File: src/hw/tap_cfg.svh
`ifndef TAP_CFG_SVH
`define TAP_CFG_SVH

// ----------------------------------------------------------------
// boundary ring layout
// ----------------------------------------------------------------
`define BSR_LEN 109
`define OE_CELL 108
`define OE_CELL_RST 1'h1

// ----------------------------------------------------------------
// instruction codes and capture pattern
// ----------------------------------------------------------------
`define OP_EXTEST 3'h0
`define OP_IDCODE 3'h1
`define OP_SAMPZ 3'h2
`define OP_SAMPLE 3'h4
`define OP_BYPASS 3'h7
`define IR_CAPTURE 3'h1
// value is arbitrary, only the lsb of one is fixed
`define ID_CODE 32'h0ABC_D001

// ----------------------------------------------------------------
// link timing
// ----------------------------------------------------------------
`define CLK_PERIOD_NS 10
`define TCK_PERIOD_NS 80
`define TCK_HALF ((`TCK_PERIOD_NS / `CLK_PERIOD_NS) / 2)

// ----------------------------------------------------------------
// controller register map
// ----------------------------------------------------------------
`define CTRL_ADDR 8'h00
`define TMS_ADDR 8'h04
`define TDI_ADDR 8'h08
`define TDO_ADDR 8'h0C
`define STATUS_ADDR 8'h10
`define CTRL_LEN_MSB 5
`define CTRL_RST_BIT 8
`define MAX_LEN 6'h20
`define RST_TMS 32'h0000_001F
`define RST_LEN 6'h05

`endif

File: src/hw/tap_pkg.sv
package tap_pkg;

  // ----------------------------------------------------------------
  // controller states
  // ----------------------------------------------------------------
  typedef enum logic [3:0] {
    TLR = 4'h0,
    RTI = 4'h1,
    SEL_DR = 4'h2,
    CAP_DR = 4'h3,
    SHIFT_DR = 4'h4,
    EXIT1_DR = 4'h5,
    PAUSE_DR = 4'h6,
    EXIT2_DR = 4'h7,
    UPD_DR = 4'h8,
    SEL_IR = 4'h9,
    CAP_IR = 4'hA,
    SHIFT_IR = 4'hB,
    EXIT1_IR = 4'hC,
    PAUSE_IR = 4'hD,
    EXIT2_IR = 4'hE,
    UPD_IR = 4'hF
  } tap_state_t;

  typedef enum logic [1:0] {
    DR_BSR = 2'h0,
    DR_ID = 2'h1,
    DR_BYP = 2'h2
  } dr_sel_t;

  typedef enum logic [1:0] {
    PH_IDLE = 2'h0,
    PH_LOW = 2'h1,
    PH_HIGH = 2'h2
  } host_phase_t;

endpackage : tap_pkg

File: src/hw/jtag_if.sv
interface jtag_if;
  logic tck;
  logic tms;
  logic tdi;
  logic tdo;
  logic tdo_oe;

  modport dev (
    input tck,
    input tms,
    input tdi,
    output tdo,
    output tdo_oe
  );

  modport ctl (
    output tck,
    output tms,
    output tdi,
    input tdo,
    input tdo_oe
  );
endinterface : jtag_if

File: src/hw/tap_device.sv
// The register addresses and the plain strobed port were decided locally.
`include "tap_cfg.svh"

module tap_device #(
  parameter int BSR_LEN = `BSR_LEN,
  parameter int OE_CELL = `OE_CELL,
  parameter logic [2:0] OP_EXTEST = `OP_EXTEST,
  parameter logic [2:0] OP_IDCODE = `OP_IDCODE,
  parameter logic [2:0] OP_SAMPZ = `OP_SAMPZ,
  parameter logic [2:0] OP_SAMPLE = `OP_SAMPLE,
  parameter logic [2:0] OP_BYPASS = `OP_BYPASS,
  parameter logic [31:0] ID_CODE = `ID_CODE
) (
  input wire logic core_clk,
  input wire logic rst_n,
  jtag_if.dev link,
  input wire logic [BSR_LEN-1:0] pin_ring,
  output logic [BSR_LEN-1:0] ring_drive,
  output logic extest_active,
  output logic q_bus_oe
);

  // ----------------------------------------------------------------
  // state
  // ----------------------------------------------------------------
  typedef struct packed {
    logic [2:0] tck_s;
    logic [1:0] tms_s;
    logic [1:0] tdi_s;
    // the ring moves on the memory clock, so capture only reads stage two
    logic [BSR_LEN-1:0] pin_s1;
    logic [BSR_LEN-1:0] pin_s2;
    tap_pkg::tap_state_t st;
    logic [2:0] ir;
    logic [2:0] ir_sh;
    logic byp;
    logic [31:0] id_sh;
    logic [BSR_LEN-1:0] bsr_sh;
    logic [BSR_LEN-1:0] bsr_upd;
    logic tdo;
    logic tdo_oe;
  } dev_st_t;

  dev_st_t r;
  dev_st_t next_r;
  logic rise;
  logic fall;
  logic tms;
  logic tdi;
  tap_pkg::dr_sel_t sel;

  // ----------------------------------------------------------------
  // functions
  // ----------------------------------------------------------------
  function automatic tap_pkg::tap_state_t tap_next(input tap_pkg::tap_state_t s,
                                                    input logic m);
    tap_pkg::tap_state_t n;
    n = s;
    unique case (s)
      tap_pkg::TLR: n = m ? tap_pkg::TLR : tap_pkg::RTI;
      tap_pkg::RTI: n = m ? tap_pkg::SEL_DR : tap_pkg::RTI;
      tap_pkg::SEL_DR: n = m ? tap_pkg::SEL_IR : tap_pkg::CAP_DR;
      tap_pkg::CAP_DR: n = m ? tap_pkg::EXIT1_DR : tap_pkg::SHIFT_DR;
      tap_pkg::SHIFT_DR: n = m ? tap_pkg::EXIT1_DR : tap_pkg::SHIFT_DR;
      tap_pkg::EXIT1_DR: n = m ? tap_pkg::UPD_DR : tap_pkg::PAUSE_DR;
      tap_pkg::PAUSE_DR: n = m ? tap_pkg::EXIT2_DR : tap_pkg::PAUSE_DR;
      tap_pkg::EXIT2_DR: n = m ? tap_pkg::UPD_DR : tap_pkg::SHIFT_DR;
      tap_pkg::UPD_DR: n = m ? tap_pkg::SEL_DR : tap_pkg::RTI;
      tap_pkg::SEL_IR: n = m ? tap_pkg::TLR : tap_pkg::CAP_IR;
      tap_pkg::CAP_IR: n = m ? tap_pkg::EXIT1_IR : tap_pkg::SHIFT_IR;
      tap_pkg::SHIFT_IR: n = m ? tap_pkg::EXIT1_IR : tap_pkg::SHIFT_IR;
      tap_pkg::EXIT1_IR: n = m ? tap_pkg::UPD_IR : tap_pkg::PAUSE_IR;
      tap_pkg::PAUSE_IR: n = m ? tap_pkg::EXIT2_IR : tap_pkg::PAUSE_IR;
      tap_pkg::EXIT2_IR: n = m ? tap_pkg::UPD_IR : tap_pkg::SHIFT_IR;
      tap_pkg::UPD_IR: n = m ? tap_pkg::SEL_DR : tap_pkg::RTI;
    endcase
    return n;
  endfunction : tap_next

  // reserved codes fall back to bypass so the path is never open
  function automatic tap_pkg::dr_sel_t dr_select(input logic [2:0] op);
    tap_pkg::dr_sel_t d;
    d = tap_pkg::DR_BYP;
    if (op == OP_EXTEST || op == OP_SAMPLE || op == OP_SAMPZ) begin
      d = tap_pkg::DR_BSR;
    end else if (op == OP_IDCODE) begin
      d = tap_pkg::DR_ID;
    end
    return d;
  endfunction : dr_select

  // ----------------------------------------------------------------
  // next state
  // ----------------------------------------------------------------
  always_comb begin
    next_r = r;
    // tck is only sampled here; metastable first stages feed only stage two
    next_r.tck_s = {r.tck_s[1:0], link.tck};
    next_r.tms_s = {r.tms_s[0], link.tms};
    next_r.tdi_s = {r.tdi_s[0], link.tdi};
    next_r.pin_s1 = pin_ring;
    next_r.pin_s2 = r.pin_s1;
    rise = r.tck_s[1] & ~r.tck_s[2];
    fall = ~r.tck_s[1] & r.tck_s[2];
    tms = r.tms_s[1];
    tdi = r.tdi_s[1];
    sel = dr_select(r.ir);
    if (rise) begin
      case (r.st)
        tap_pkg::CAP_DR: begin
          case (sel)
            tap_pkg::DR_BSR: next_r.bsr_sh = r.pin_s2;
            tap_pkg::DR_ID: next_r.id_sh = ID_CODE;
            default: next_r.byp = 1'h0;
          endcase
        end
        tap_pkg::SHIFT_DR: begin
          case (sel)
            tap_pkg::DR_BSR: next_r.bsr_sh = {tdi, r.bsr_sh[BSR_LEN-1:1]};
            tap_pkg::DR_ID: next_r.id_sh = {tdi, r.id_sh[31:1]};
            default: next_r.byp = tdi;
          endcase
        end
        tap_pkg::UPD_DR: begin
          if (sel == tap_pkg::DR_BSR) begin
            next_r.bsr_upd = r.bsr_sh;
          end
        end
        tap_pkg::CAP_IR: next_r.ir_sh = `IR_CAPTURE;
        tap_pkg::SHIFT_IR: next_r.ir_sh = {tdi, r.ir_sh[2:1]};
        tap_pkg::UPD_IR: next_r.ir = r.ir_sh;
        default: begin
        end
      endcase
      // five tms highs reach TLR from any state through the graph
      next_r.st = tap_next(r.st, tms);
      // reload on entry, so a five-high reset takes hold at its own edge
      if (next_r.st == tap_pkg::TLR) begin
        next_r.ir = OP_IDCODE;
        next_r.bsr_upd[OE_CELL] = `OE_CELL_RST;
      end
    end
    if (fall) begin
      next_r.tdo_oe = (r.st == tap_pkg::SHIFT_DR) || (r.st == tap_pkg::SHIFT_IR);
      if (r.st == tap_pkg::SHIFT_IR) begin
        next_r.tdo = r.ir_sh[0];
      end else begin
        case (sel)
          tap_pkg::DR_BSR: next_r.tdo = r.bsr_sh[0];
          tap_pkg::DR_ID: next_r.tdo = r.id_sh[0];
          default: next_r.tdo = r.byp;
        endcase
      end
    end
  end

  // ----------------------------------------------------------------
  // registers
  // ----------------------------------------------------------------
  always_ff @(posedge core_clk or negedge rst_n) begin
    if (!rst_n) begin
      r <= '0;
      // undriven mode select and data in read high, as the pulled-up pins do
      r.tms_s <= 2'h3;
      r.tdi_s <= 2'h3;
      r.st <= tap_pkg::TLR;
      r.ir <= OP_IDCODE;
      r.bsr_upd[OE_CELL] <= `OE_CELL_RST;
    end else begin
      r <= next_r;
    end
  end

  // ----------------------------------------------------------------
  // outputs
  // ----------------------------------------------------------------
  // memory side only sees these gates; a test reset touches nothing else
  assign link.tdo = r.tdo;
  assign link.tdo_oe = r.tdo_oe;
  assign ring_drive = r.bsr_upd;
  assign extest_active = (r.ir == OP_EXTEST);
  assign q_bus_oe = (r.ir == OP_SAMPZ) ? 1'h0 :
                    (r.ir == OP_EXTEST) ? r.bsr_upd[OE_CELL] : 1'h1;

endmodule : tap_device

File: src/flat_wrapper.sv
// flat-port wrapper written by rule: the top's interface ports become plain ports
module tap_device_flat 
#(
  parameter int BSR_LEN = `BSR_LEN,
  parameter int OE_CELL = `OE_CELL,
  parameter logic [2:0] OP_EXTEST = `OP_EXTEST,
  parameter logic [2:0] OP_IDCODE = `OP_IDCODE,
  parameter logic [2:0] OP_SAMPZ = `OP_SAMPZ,
  parameter logic [2:0] OP_SAMPLE = `OP_SAMPLE,
  parameter logic [2:0] OP_BYPASS = `OP_BYPASS,
  parameter logic [31:0] ID_CODE = `ID_CODE
)
  (core_clk, rst_n, pin_ring, ring_drive, extest_active, q_bus_oe, link_tck, link_tms, link_tdi, link_tdo, link_tdo_oe);
  jtag_if link_i ();
  input wire logic core_clk;
  input wire logic rst_n;
  input wire logic [BSR_LEN-1:0] pin_ring;
  output logic [BSR_LEN-1:0] ring_drive;
  output logic extest_active;
  output logic q_bus_oe;
  input wire logic [$bits(link_i.tck)-1:0] link_tck;
  input wire logic [$bits(link_i.tms)-1:0] link_tms;
  input wire logic [$bits(link_i.tdi)-1:0] link_tdi;
  output wire logic [$bits(link_i.tdo)-1:0] link_tdo;
  output wire logic [$bits(link_i.tdo_oe)-1:0] link_tdo_oe;
  assign link_i.tck = link_tck;
  assign link_i.tms = link_tms;
  assign link_i.tdi = link_tdi;
  assign link_tdo = link_i.tdo;
  assign link_tdo_oe = link_i.tdo_oe;
  tap_device #(.BSR_LEN(BSR_LEN), .OE_CELL(OE_CELL), .OP_EXTEST(OP_EXTEST), .OP_IDCODE(OP_IDCODE), .OP_SAMPZ(OP_SAMPZ), .OP_SAMPLE(OP_SAMPLE), .OP_BYPASS(OP_BYPASS), .ID_CODE(ID_CODE)) u_core (.core_clk(core_clk), .rst_n(rst_n), .link(link_i), .pin_ring(pin_ring), .ring_drive(ring_drive), .extest_active(extest_active), .q_bus_oe(q_bus_oe));
endmodule
File: config.mk
export PLATFORM = sky130hd
export DESIGN_NAME = tap_device_flat
export DESIGN_NICKNAME = d
export VERILOG_FILES = /design/src/hw/tap_pkg.sv /design/src/hw/jtag_if.sv /design/src/hw/tap_device.sv /design/src/flat_wrapper.sv
export VERILOG_INCLUDE_DIRS = /design/src /design/src/hw
export SDC_FILE = /design/constraint.sdc
export NUM_CORES = 1
export LEC_CHECK = 0
export BUFFER_PORTS_ARGS = -buffer_cell sky130_fd_sc_hd__buf_2
export CAP_MARGIN = 20
export CORE_ASPECT_RATIO = 0.5
export CORE_MARGIN = 10
export CORE_UTILIZATION = 62
export DETAILED_ROUTE_END_ITERATION = 7
export HOLD_SLACK_MARGIN = 0.1
export PLACE_DENSITY = 0.87
export SLEW_MARGIN = 40
export SYNTH_ARGS = -nofsm -noshare
export SYNTH_HDL_FRONTEND = slang
export SYNTH_SLANG_ARGS = --single-unit
File: constraint.sdc
create_clock -name core_clk -period 5.5 [get_ports core_clk]
set_input_delay 0.55 -clock core_clk [delete_from_list [all_inputs] [get_ports core_clk]]
set_output_delay 0.55 -clock core_clk [all_outputs]
set_load 0.02 [all_outputs]
==> results by group <==
Status
  – Status: complete, no violations

Clock tree
  – Clock insertion delay at the later pin of the skew report: 0.56 ns
  – # resized after CTS: 0
  – CTS clock-pin slew for the worst setup and hold paths: 0.07 ns
  – TritonCTS clock tree: built
  – CTS root buf: clkbuf_16
  – Setup repair bufs after CTS: 0
  – CTS buffer count: 40
  – # clock sinks: between 400 and 500
  – H-Tree Depth: 2
  – Cts hold-fix bufs: 67
  – CTS Buffer Depth: 3

Global routing
  – First-pass GRT wire length: 59310 um
  – Gr usage total: between 20% and 30%
  – Vias in the first global route: 10890
  – Initial antenna violation count: 2
  – Remaining global-route overflow: 0
  – Largest net degree at the start of global routing: 219

STA
  – Rel. slew slack: 46.71%
  – Max-slew violation count: 0
  – Total Negative Setup Slacks: 0 ns
  – Period utilisation layout: 50.99%
  – Endpoints failing setup: 0
  – Worst Slack Setup Final: between 2 and 3 ns
  – Final hold slack: 0.1131 ns
  – Clock skew: 0.02582 ns
  – Final Hold Violating Endpoints: 0
  – RSZ-0062 raised after global routing: false
  – Post-route minimum period: 2.805 ns
  – Actual slew at the worst max-slew pin: approximately 0.8 ns
  – Peak Freq: between 300 and 400 MHz

Floorplan
  – Core area: 27870 sq um
  – Initial core utilization: 63.32%
  – Die Y: about 140 um
  – # rows: 43
  – # IOs: ~230
  – DIE AREA: 36020 sq um
  – Die Wd: 258.6 um

Critical path
  – R2r worst-path depth: 5
  – Req. time, crit path: 5.92 ns
  – Reg2reg end: u_core.ring_drive[75]
  – Critical path class: flop to flop
  – Crit path DAT: approximately 3.2 ns
  – CP max FO: 76
  – R2r setup slk: 2.70 ns
  – CP endpoint kind: flop
  – Type of origin of the critical path: flop
  – Crit Reg-Reg Startpoint: u_core.r[259]
  – Worst path cell trace: inv_1, and3_1, nand2_8, buf_4, mux2_2
  – CP max stage cell: dfrtp_1
  – Slowest stage delay, CP: approximately 0.68 ns

Detailed routing
  – Initial DRT Pass Iterations: 5
  – DR DRC count: 0
  – ANT nets after route: 0
  – Total wire length: 37880 um
  – Routed via count: 10220
  – Initial DRC Count: 720
  – Routed WL per cell: 19.95 um
  – Post-DR vias/cell: around 5.4

Power
  – Power Total: 8.845 mW
  – P per Cell Area: around 430 nW/um^2
  – Peak VDD IR: 0.2569 mV
  – P_leak: 10.02 nW

Yosys
  – Synth async-reset ratio: 100.0%
  – Yosys warnings: 0
  – Main synth FF type: dfrtp_1
  – Synthesized area: 17650 sq um
  – Synthesized Nets: between 1000 and 1500
  – Syn_area_per_cell: 13.67 sq um
  – Mapped Cells: 1291
  – Post-synth EDFFs: 0
  – Sequential fraction of the synthesis area: 69.24%
  – #FFs+latches synth: 488
  – Post-synth cell types: 43

Cells and area
  – Core Util, Final: between 70% and 80%
  – Layout area overhead: 16.07%
  – Fin area: 20480 sq um
  – Share of cells above drive strength 1: 28.05%
  – Nets@finish: 1597
  – Most frequent cells in the layout: 482 x dfrtp_1, 225 x buf_2, 172 x nand2_1
  – Fin cells: 1899
  – Commonest non-fill, non-tap cell in the layout: dfrtp_1

Hold path
  – Hold Path Class: input pin to flop
  – Min-Delay Endpoint: u_core.next_r[342]
  – WHS Path Cells: 1
  – HP Start: pin_ring[79]

Placed design
  – Dpl cells: 1736
  – Final GP Congestion: 0.8663
  – Pre-CTS setup slack: 2.684 ns
  – Placement Cell Area: approximately 18000 sq um
  – Port Buffers: 226
  – Placed wire-length estimate: approximately 23000 um

Job
  – Max-cap violation count: 0
-- cells in the mapped netlist (5+ instances only) --
library cell | instances | share of area [%]
buf_2 | 27 | 0.77
dfstp_2 | 6 | 0.89
buf_4 | 117 | 5.0
clkbuf_1 | 24 | 0.51
dfrtp_1 | 482 | 68
nor2_1 | 20 | 0.43
buf_6 | 6 | 0.38
mux2_2 | 110 | 7.0
o21ai_1 | 85 | 2.4
nand2_1 | 172 | 3.7
a21oi_1 | 9 | 0.26
inv_1 | 5 | 0.11
mux2i_1 | 110 | 6.2
o21ai_0 | 68 | 1.9
-- worst max-delay path: cells and delay by family, from the launching register on --
kind	cells	cell delay (ns)
muxes	1	0.41
and+or+nand+nor	2	0.72
DFF	1	0.68
buffers and inverters	2	0.77
-- state kept, by name, indices dropped and copies added (netlist names) --
| register | cells |
|---|---|
| u_core.link.tdo | 1 |
| u_core.link.tdo_oe | 1 |
| u_core.r | 264 |
| u_core.ring_drive | 109 |
| u_core.next_r | 113 |
-- report_power, final --
| part | switching [mW] | leakage [nW] | internal, mW | total (mW) |
|---|---|---|---|---|
| Combinational | 0.915 | 3.16 | 0.665 | 1.58 |
| Sequential | 0.365 | 6.20 | 4.04 | 4.40 |
| Clock | 1.30 | 0.652 | 1.56 | 2.86 |
| Total | 2.58 | 10.0 | 6.27 | 8.85 |
-- kinds of logic (layout without fill, tap and decap cells) --
family / after synthesis / after routing / synth area share [%]
buf+inv: 179 / 403 / 6.743
mux: 220 / 220 / 13.26
other cells: 0 / 2 / 0
flops: 488 / 488 / 69.24
simple gates: 226 / 226 / 5.389
compound gates: 178 / 178 / 5.367
-- per-layer routing --
layer / global-route usage, % / share of wire, % / wire length, um / vias up
met4: 9.113 / 4.0 / 1513 / 0
met2: 36.50 / 54 / 20400 / 311
met1: 23.84 / 38 / 14380 / 5202
li1: - / - / - / 4601
met5: 0 / 0 / 0 / -
met3: 3.826 / 4.2 / 1577 / 103
-- worst max-delay path by stage --
stage,from,end,slack (ns),cells past startpoint
final,u_core.r[259],u_core.ring_drive[75],2.70,5
after global routing,u_core.r[259],u_core.ring_drive[75],2.50,5
after CTS,u_core.r[260],u_core.ring_drive[75],2.66,4
after detailed placement,u_core.r[260],u_core.ring_drive[71],2.68,4
after global placement,u_core.r[261],u_core.ring_drive[40],2.56,5
after floorplan,u_core.r[256],u_core.ring_drive[100],3.67,7
-- area by class of cell --
type | instances | area [sq um]
Sequential cell | 488 | 12220
Timing Repair Buffer | 324 | 2170
Antenna cell | 2 | 5.005
Clock buffer | 62 | 1194
Inverter | 5 | 18.77
Clock inverter | 12 | 122.6
Fill cell | 1674 | 7386
Multi-Input combinational cell | 624 | 4277
Tap cell | 382 | 478.0
No activity file was read; power rests on OpenSTA's default activity.
